**config.mk**
```make
export PLATFORM = sky130hd
export DESIGN_NAME = pio_port
export DESIGN_NICKNAME = d
export VERILOG_FILES = /design/src/hdl/pio_pkg.sv /design/src/hdl/pio_port.sv
export SDC_FILE = /design/constraint.sdc
export NUM_CORES = 1
export LEC_CHECK = 0
export ABC_CLOCK_PERIOD_IN_PS = 5600
export BUFFER_PORTS_ARGS = -buffer_cell sky130_fd_sc_hd__buf_2
export CORE_MARGIN = 1.5
export CORE_UTILIZATION = 34
export CTS_CLUSTER_DIAMETER = 100
export DETAILED_ROUTE_END_ITERATION = 6
export HOLD_SLACK_MARGIN = 0.03
export PLACE_DENSITY_LB_ADDON = 0.12
export SETUP_SLACK_MARGIN = 0.3
export SLEW_MARGIN = 0
export SYNTH_ARGS = -nofsm -noshare
export SYNTH_HDL_FRONTEND = slang
export SYNTH_SLANG_ARGS = --single-unit
```
**constraint.sdc**
```tcl
create_clock -name clk -period 5.6 [get_ports clk]
set_clock_uncertainty 0.05 [all_clocks]
set_input_delay 1.12 -clock clk [delete_from_list [all_inputs] [get_ports clk]]
set_output_delay 1.12 -clock clk [all_outputs]
set_load 0.01 [all_outputs]
```
**src/hdl/pio_pkg.sv**
```systemverilog
/*
 * Package for the three-port general-purpose I/O block. It holds the register
 * offsets, the implemented-bit masks, the reset values and the carrier type of
 * the data-memory access port.
 * It assumes an 8-bit data-memory address space driven by the processor core.
 */
package pio_pkg;

   // Port count and width of the per-port register arrays.
   localparam int PIO_NPORT = 3;
   localparam int PIO_W     = 8;

   // Register offsets inside the data-memory space, ordered {third, second, first}.
   localparam logic [2:0][7:0] PIO_DATA_OFS = {8'h08, 8'h04, 8'h00};
   localparam logic [2:0][7:0] PIO_DIR_OFS  = {8'h09, 8'h05, 8'h01};
   localparam logic [2:0][7:0] PIO_PU_OFS   = {8'h0A, 8'h06, 8'h02};
   localparam logic [7:0]      PIO_WU_OFS   = 8'h03;
   localparam logic [7:0]      PIO_SEL_OFS  = 8'h0B;

   // Implemented bits of each port; the rest read as zero.
   localparam logic [2:0][7:0] PIO_MASK     = {8'h07, 8'h7F, 8'hFF};
   localparam logic [7:0]      PIO_SEL_MASK = 8'h07;

   // Reset values: pins come up as inputs with the latches high and pull-ups off.
   localparam logic [2:0][7:0] PIO_DATA_RST = {8'h07, 8'h7F, 8'hFF};
   localparam logic [2:0][7:0] PIO_DIR_RST  = {8'h07, 8'h7F, 8'hFF};
   localparam logic [7:0]      PIO_PU_RST   = 8'h00;
   localparam logic [7:0]      PIO_WU_RST   = 8'h00;
   localparam logic [7:0]      PIO_SEL_RST  = 8'h00;

   // Direction encoding: one makes the pin an input.
   localparam logic PIO_DIR_IN = 1'b1;

   // One access from the core to the data-memory space.
   typedef struct packed {
      logic       rd;
      logic       wr;
      logic [7:0] addr;
      logic [7:0] wdata;
   } pio_mem_req_t;

endpackage

```
**src/hdl/pio_port.sv**
```systemverilog
/*
 * Three-port bidirectional I/O block with data latches, direction control,
 * per-pin pull-up enables and falling-edge wake-up on the first port.
 * It assumes the core presents one data-memory access per cycle on mem_req,
 * that low_voltage_reset, watchdog_timeout and halt pulses come from
 * logic on clk, and that pin inputs are asynchronous to clk.
 */
`timescale 1ns/1ps

module pio_port (
   input  wire logic                  clk,
   input  wire logic                  rst_b,
   input  wire pio_pkg::pio_mem_req_t mem_req,
   output logic [7:0]                 mem_rdata,
   output logic                       mem_rvalid,
   input  wire logic                  low_voltage_reset,
   input  wire logic                  watchdog_timeout,
   input  wire logic                  halt_exec,
   output logic                       low_power,
   output logic                       wake,
   input  wire logic [7:0]            first_port_in,
   output logic [7:0]                 first_port_out,
   output logic [7:0]                 first_port_oe,
   output logic [7:0]                 first_port_pullup,
   input  wire logic [6:0]            second_port_in,
   output logic [6:0]                 second_port_out,
   output logic [6:0]                 second_port_oe,
   output logic [6:0]                 second_port_pullup,
   input  wire logic [2:0]            third_port_in,
   output logic [2:0]                 third_port_out,
   output logic [2:0]                 third_port_oe,
   output logic [2:0]                 third_port_pullup,
   output logic [2:0]                 interface_function_select
);
   import pio_pkg::*;

   logic [2:0][7:0] data_q, data_d;
   logic [2:0][7:0] dir_q,  dir_d;
   logic [2:0][7:0] pu_q,   pu_d;
   logic [2:0][7:0] oe_q,   oe_d;
   logic [2:0][7:0] pun_q,  pun_d;
   logic [7:0]      wu_q,   wu_d;
   logic [7:0]      sel_q,  sel_d;
   logic [2:0][7:0] pin_raw;
   logic [2:0][7:0] sync1_q, sync2_q;
   logic [7:0]      prev_q;
   logic [7:0]      rdata_q, rdata_d;
   logic            rvalid_q, rvalid_d;
   logic            sleep_q, sleep_d;
   logic            wake_q, wake_d;
   logic            soft_rst;
   logic [7:0]      fall;

   // Unused pin positions are tied low so that they read as zero after masking.
   assign pin_raw = {5'h00, third_port_in, 1'b0, second_port_in, first_port_in};

   // A watchdog timeout while asleep keeps the port state; the others restore it.
   assign soft_rst = low_voltage_reset | (watchdog_timeout & ~sleep_q);

   // Two-stage synchroniser; only the second stage feeds any logic.
   always_ff @(posedge clk or negedge rst_b) begin
      if (!rst_b) begin
         sync1_q <= '0;
         sync2_q <= '0;
         prev_q  <= '0;
      end else begin
         sync1_q <= pin_raw;
         sync2_q <= sync1_q;
         prev_q  <= sync2_q[0];
      end
   end

   // Falling edges seen on the synchronised first port.
   assign fall = prev_q & ~sync2_q[0];

   // Register writes, soft resets and the pin-control copies.
   always_comb begin
      data_d = data_q;
      dir_d  = dir_q;
      pu_d   = pu_q;
      wu_d   = wu_q;
      sel_d  = sel_q;
      for (int p = 0; p < PIO_NPORT; p++) begin
         if (mem_req.wr && mem_req.addr == PIO_DATA_OFS[p]) begin
            data_d[p] = mem_req.wdata & PIO_MASK[p];
         end
         if (mem_req.wr && mem_req.addr == PIO_DIR_OFS[p]) begin
            dir_d[p] = mem_req.wdata & PIO_MASK[p];
         end
         if (mem_req.wr && mem_req.addr == PIO_PU_OFS[p]) begin
            pu_d[p] = mem_req.wdata & PIO_MASK[p];
         end
      end
      if (mem_req.wr && mem_req.addr == PIO_WU_OFS) begin
         wu_d = mem_req.wdata;
      end
      if (mem_req.wr && mem_req.addr == PIO_SEL_OFS) begin
         sel_d = mem_req.wdata & PIO_SEL_MASK;
      end
      if (soft_rst) begin
         data_d = PIO_DATA_RST;
         dir_d  = PIO_DIR_RST;
         for (int p = 0; p < PIO_NPORT; p++) begin
            pu_d[p] = PIO_PU_RST;
         end
         wu_d  = PIO_WU_RST;
         sel_d = PIO_SEL_RST;
      end
      // Output drivers and pull-ups follow the registers one cycle later.
      for (int p = 0; p < PIO_NPORT; p++) begin
         oe_d[p]  = ~dir_q[p] & PIO_MASK[p];
         pun_d[p] = pu_q[p] & dir_q[p];
      end
   end

   // Configuration registers.
   always_ff @(posedge clk or negedge rst_b) begin
      if (!rst_b) begin
         data_q <= PIO_DATA_RST;
         dir_q  <= PIO_DIR_RST;
         pu_q   <= '0;
         oe_q   <= '0;
         pun_q  <= '0;
         wu_q   <= PIO_WU_RST;
         sel_q  <= PIO_SEL_RST;
      end else begin
         data_q <= data_d;
         dir_q  <= dir_d;
         pu_q   <= pu_d;
         oe_q   <= oe_d;
         pun_q  <= pun_d;
         wu_q   <= wu_d;
         sel_q  <= sel_d;
      end
   end

   // Read path: input pins return the live sampled level, outputs the latch.
   always_comb begin
      rdata_d  = 8'h00; // Unmapped addresses read as zero.
      rvalid_d = mem_req.rd;
      if (mem_req.rd) begin
         for (int p = 0; p < PIO_NPORT; p++) begin
            if (mem_req.addr == PIO_DATA_OFS[p]) begin
               rdata_d = ((dir_q[p] & sync2_q[p]) | (~dir_q[p] & data_q[p]))
                         & PIO_MASK[p];
            end
            if (mem_req.addr == PIO_DIR_OFS[p]) begin
               rdata_d = dir_q[p];
            end
            if (mem_req.addr == PIO_PU_OFS[p]) begin
               rdata_d = pu_q[p];
            end
         end
         if (mem_req.addr == PIO_WU_OFS) begin
            rdata_d = wu_q;
         end
         if (mem_req.addr == PIO_SEL_OFS) begin
            rdata_d = sel_q;
         end
      end
   end

   // Low-power state: halt enters it, an enabled falling edge leaves it.
   always_comb begin
      sleep_d = sleep_q;
      wake_d  = 1'b0;
      if (sleep_q && (fall & wu_q) != 8'h00) begin
         sleep_d = 1'b0;
         wake_d  = 1'b1;
      end else if (sleep_q && watchdog_timeout) begin
         sleep_d = 1'b0; // The watchdog is another exit path.
      end else if (!sleep_q && halt_exec) begin
         sleep_d = 1'b1;
      end
      if (low_voltage_reset) begin
         sleep_d = 1'b0;
      end
   end

   // Read answer and power-state registers.
   always_ff @(posedge clk or negedge rst_b) begin
      if (!rst_b) begin
         rdata_q  <= 8'h00;
         rvalid_q <= 1'b0;
         sleep_q  <= 1'b0;
         wake_q   <= 1'b0;
      end else begin
         rdata_q  <= rdata_d;
         rvalid_q <= rvalid_d;
         sleep_q  <= sleep_d;
         wake_q   <= wake_d;
      end
   end

   assign mem_rdata                 = rdata_q;
   assign mem_rvalid                = rvalid_q;
   assign low_power                 = sleep_q;
   assign wake                      = wake_q;
   assign first_port_out            = data_q[0];
   assign first_port_oe             = oe_q[0];
   assign first_port_pullup         = pun_q[0];
   assign second_port_out           = data_q[1][6:0];
   assign second_port_oe            = oe_q[1][6:0];
   assign second_port_pullup        = pun_q[1][6:0];
   assign third_port_out            = data_q[2][2:0];
   assign third_port_oe             = oe_q[2][2:0];
   assign third_port_pullup         = pun_q[2][2:0];
   assign interface_function_select = sel_q[2:0];
endmodule
```
Word-level counts from Yosys, hierarchy flattened
Index checks and enable logic that the tools add are counted.
- bits in latches: 0
- output and inout port bits: 68
- memories: 0
- memory bits (writable): 0
- register bits: 173
- memory bits (read-only): 0
- equal/unequal tests: 10
- order comparisons: 0
- shifts and indexed selects: 0
- multiplexer cells: 33
- divide/modulo/power cells: 0
- multiply operators: 0
- reduce and logical (&&, ||, !) cells: 29
- add/sub/neg operators: 0
- bitwise operators: 21
- operators by type and width (kind ; count):
    8-bit two-way mux ; 24
    24-bit two-way mux ; 2
    8-bit AND ; 5
    8-bit by 4-bit equality test with 1-bit output, second input constant ; 4
    8-bit by 3-bit equality test with 1-bit output, second input constant ; 3
    2-bit nonzero test ; 11
    7-bit AND ; 3
    19-bit two-way mux ; 1
    8-bit by 2-bit equality test with 1-bit output, second input constant ; 2
    8-bit NOT ; 2
    1-bit logical AND ; 14
    3-bit AND ; 3
    8-bit by 1-bit equality test with 1-bit output, second input constant ; 1
    8-bit zero test ; 1
    8-bit bitwise OR ; 1
    8-bit nonzero test ; 1
    7-bit NOT ; 1
    7-bit bitwise OR ; 1
    1-bit two-way mux ; 5
    4-bit nonzero test ; 1
    3-bit two-way mux ; 1
    3-bit NOT ; 1
    3-bit bitwise OR ; 1
    1-bit AND ; 1
    3 further kinds ; 3

Logic depth before layout (Yosys ltp)
- depth after elaboration: 15
- depth in mapped cells: 7
- mapped depth without buffers: 4

Least setup slack after synthesis
Ideal clock, no wire load.
- path type: input to register
- from: in mem_req[13] in the netlist's numbering
- to: reg sel_q[2]
- setup time: 0.132 ns
- arrival: 2.587 ns
- stages: 6
- setup slack: 2.832 ns
- cell sequence: or4_4 -> buf_6 -> or4_4 -> buf_6 -> mux2i_1 -> nor2_1
- longest elaborated chain between the ends: 3
- ends and longest elaborated chain (what ; RTL line ; RTL):
    start, declared ; pio_port.sv:13 ; input wire pio_pkg::pio_mem_req_t mem_req,
    8-bit by 4-bit equality test with 1-bit output ; pio_port.sv:97 ; if (mem_req.wr && mem_req.addr == PIO_SEL_OFS) begin
    1-bit logical AND ; pio_port.sv:97 ;
    2-bit nonzero test (no source line) ; -- ;
    end signal, assigned ; pio_port.sv:133 ; sel_q <= sel_d;
    end, declared ; pio_port.sv:43 ; logic [7:0] sel_q, sel_d;
Every way passes these cells.
A chain may end at the register's enable or synchronous reset.

Final worst setup path
- from: in mem_req[8] in the netlist's numbering
- to: reg rdata_q[2], in the netlist mem_rdata[2]
- longest elaborated chain between the ends: 13
- ends and longest elaborated chain (what ; RTL line ; RTL):
    8-bit zero test ; pio_port.sv:143 ; if (mem_req.addr == PIO_DATA_OFS[p]) begin
    8-bit two-way mux ; pio_port.sv:143 ;
    8-bit two-way mux ; pio_port.sv:147 ; if (mem_req.addr == PIO_DIR_OFS[p]) begin
    8-bit two-way mux ; pio_port.sv:150 ; if (mem_req.addr == PIO_PU_OFS[p]) begin
    8-bit two-way mux ; pio_port.sv:143 ;
    8-bit two-way mux ; pio_port.sv:147 ;
    8-bit two-way mux ; pio_port.sv:150 ;
    8-bit two-way mux ; pio_port.sv:143 ;
    8-bit two-way mux ; pio_port.sv:147 ;
    8-bit two-way mux ; pio_port.sv:150 ;
    8-bit two-way mux ; pio_port.sv:154 ; if (mem_req.addr == PIO_WU_OFS) begin
    8-bit two-way mux (*) ; pio_port.sv:157 ; if (mem_req.addr == PIO_SEL_OFS) begin
    8-bit two-way mux (*) ; pio_port.sv:141 ; if (mem_req.rd) begin
    net rdata_d[2] ; pio_port.sv:47 ; logic [7:0] rdata_q, rdata_d;
    end signal, assigned ; pio_port.sv:188 ; rdata_q <= rdata_d;
    end, declared ; pio_port.sv:47 ;
The timed path passes the listed nets; every way through them passes the cells marked *.

==> run summary <==
Power Density: 325 nW/um2
R2r setup slk: 3.61 ns
Core Area: 17900 um2
CP max FO: 36
Share of layout cells above drive strength 1: 0.292
Number of buffers created by CTS: 17
GRT busiest layer: met2
Total nets after synthesis: 570
CTS tree: done
Input/output buffers: 108
Ys async rst share: 1.00
Startpoint types: input pin
Num rows: 49
Sum Neg Setup Slack: 0 ns
Overflow after GRT: 0
Crit-path cells: buf_2 > or4bb_1 > nor2_1 > a22o_1 > a32o_1
Worst Hold Class: reg2reg
Mapped Cells: 529
Switching share of power: 0.225
Maximum number of pins on one net before global-route repair: 67
Slew margin rel.: 0.198
Critical Path Sink Type: flip-flop
Syn. warnings: 0
Area Growth Syn to Fin: 22.1%
EDFF count, synth: 0
Detailed router's first-iteration violation count: 312
Seq/Total Area, Yosys: 0.638
Initial Util: 0.346
Chip height: 138 um
Final WL: 17.1 mm
Clock buffer depth: 2
Die X: 138 um
Final Wtd Congestion: 0.830
Cell area after synthesis: 6190 um2
Cell accounting for the most synthesized area: dfrtp_1
Ranking of synthesized cells by area: dfrtp_1, dfstp_2, mux2i_1
Cts hold-fix bufs: 0
Layout net count: 675
HPWL after DPL: 11.5 mm
Synth Register Bits: 156
Skew-Pair Late Insertion Delay: 0.43 ns
Most frequent cells in the layout: dfrtp_1, buf_2, nand2_1
Per-cell routed wire length: 19.5 um
I/O pin total: 109
Setup CP Type: in2reg
Total net switching power: 551 uW
Grt met1 use: 0.268
Total power: 2450 uW
Critical path required time: 5.91 ns
ANT cells: 0
Clock tree sinks: 156
Max Clock Freq: 325 MHz
Power Internal: 1900 uW
Vias post-DR: 4453
Worst-Margin Slew: 1.20 ns
Initial antenna violation count: 0
Combinational cell fraction of total power: 0.048
Total of max-cap violations: 0
Post-CTS Setup Bufs: 0
First-pass GRT wire length: 26.3 mm
Max incr delay on CP: 0.78 ns
Number of nets with antenna violations after routing: 0
Top cell type's share of synthesized area: 0.485
Met3 Use GR: 0.0409
Detailed Routing Iterations Pass 1: 6
Die area: 19000 um2
CTS root buffer: clkbuf_16
Seq pwr share: 0.471
Worst VDD drop: 232 uV
Final setup viols: 0
Min Tclk post-route: 3.08 ns
Slowest-stage cell, CP: nor2_1
Clock slew at reported path FFs: 0.06 ns
GR Layer Usage met2: 0.295
CTS resizes: 0
WP data arrival: 3.39 ns
H-tree depth: 4
DRC: 0
Clk pwr share: 0.481
Run status: finished, final reports clean
Vias per cell: 5.08
Leading cell type in the layout, fill and taps excluded: dfrtp_1
Final period util: 0.550
Leakage Power: 0.00379 uW
Vias in the first global route: 4548
Final hold viol count: 0
Slew Limit Fails: 0
GRT Util Overall: 0.190
Netlist cell types: 50
RSZ-0062 raised after global routing: false
Ys flop type: dfrtp_1
Mean Syn Cell Area: 11.7 um2
-- per-layer routing --
layer,wire (um),share of wire,vias to the layer above
met5,0,0,-
met2,8020,0.47,143
li1,-,-,2048
met4,210,0.012,0
met1,7960,0.47,2247
met3,868,0.051,15
-- final cells by class --
type	count	area [um2]
fillers	1747	10400
flip-flops and latches	156	3950
multi-input cells	316	2010
repair buffers	115	599
clock buffers	21	460
well taps	229	287
clock inverters	11	144
inverters	28	105
-- synthesized netlist by cell type, drive strengths merged (6+ instances only) --
library cell,n
dfrtp,120
nand2,56
mux2i,40
dfstp,36
nor2,33
nand3,32
inv,28
clkbuf,23
and2,18
o21ai,18
o211ai,14
a21oi,12
nand2b,9
nor2b,7
buf,6
nor3,6
-- power groups by stage --
stage / Sequential, uW / Clock [uW] / Combinational, uW
after floorplan: 1170 / 0 / 50.8
after global placement: 1170 / 0 / 117
after detailed placement: 1170 / 0 / 119
after CTS: 1150 / 1210 / 119
after global routing: 1160 / 1250 / 131
final: 1160 / 1180 / 117
-- stage by stage --
| stage | cell area, um2 | utilization | setup slack, ns | std cells | hold slack [ns] |
|---|---|---|---|---|---|
| after floorplan | 6190 | - | 2.83 | 529 | 0.281 |
| after global placement | 6950 | 0.388 | 2.22 | 844 | 0.284 |
| after detailed placement | 6950 | 0.388 | 2.13 | 844 | 0.286 |
| after CTS | 7550 | 0.422 | 2.58 | 876 | 0.300 |
| after global routing | 7550 | 0.422 | 2.41 | 876 | 0.300 |
| final | 7550 | 0.422 | 2.52 | 876 | 0.298 |
-- final timing paths --
| path | from | end | depth (start not counted) |
|---|---|---|---|
| worst max-delay path | mem_req[8] | mem_rdata[2]$_DFF_PN0_ | 5 |
| worst min-delay path | sync1_q[12]$_DFF_PN0_ | sync2_q[12]$_DFF_PN0_ | 0 |
| worst max register to register | dir_q[18]$_DFFE_PN1P_ | mem_rdata[2]$_DFF_PN0_ | 4 |
| worst min register to register | sync1_q[12]$_DFF_PN0_ | sync2_q[12]$_DFF_PN0_ | 0 |
| max in group asynchronous | rst_b | prev_q[2]$_DFF_PN0_ | 2 |
| min in group asynchronous | rst_b | second_port_oe[3]$_DFF_PN0_ | 1 |
-- registers in the layout (all words and copies together), names as in the netlist --
register / cells
mem_rdata: 8
third_port_pullup: 3
second_port_oe: 7
sel_q: 3
third_port_oe: 3
sync1_q: 18
third_port_out: 3
mem_rvalid: 1
sync2_q: 18
prev_q: 8
first_port_out: 8
wu_q: 8
first_port_pullup: 8
low_power: 1
second_port_pullup: 7
wake: 1
pu_q: 18
first_port_oe: 8
second_port_out: 7
dir_q: 18
-- critical path, delay by kind of cell --
kind / cells / cell delay (ns)
simple gates: 2 / 1.33
compound gates: 2 / 0.43
buf+inv: 1 / 0.49
-- cell families after synthesis --
family	Yosys count	synth area share
compound gates	91	0.106
mux	42	0.0702
simple gates	183	0.148
flops	156	0.638
buf+inv	57	0.0378
Note: power is estimated with default switching activity, not from simulation.
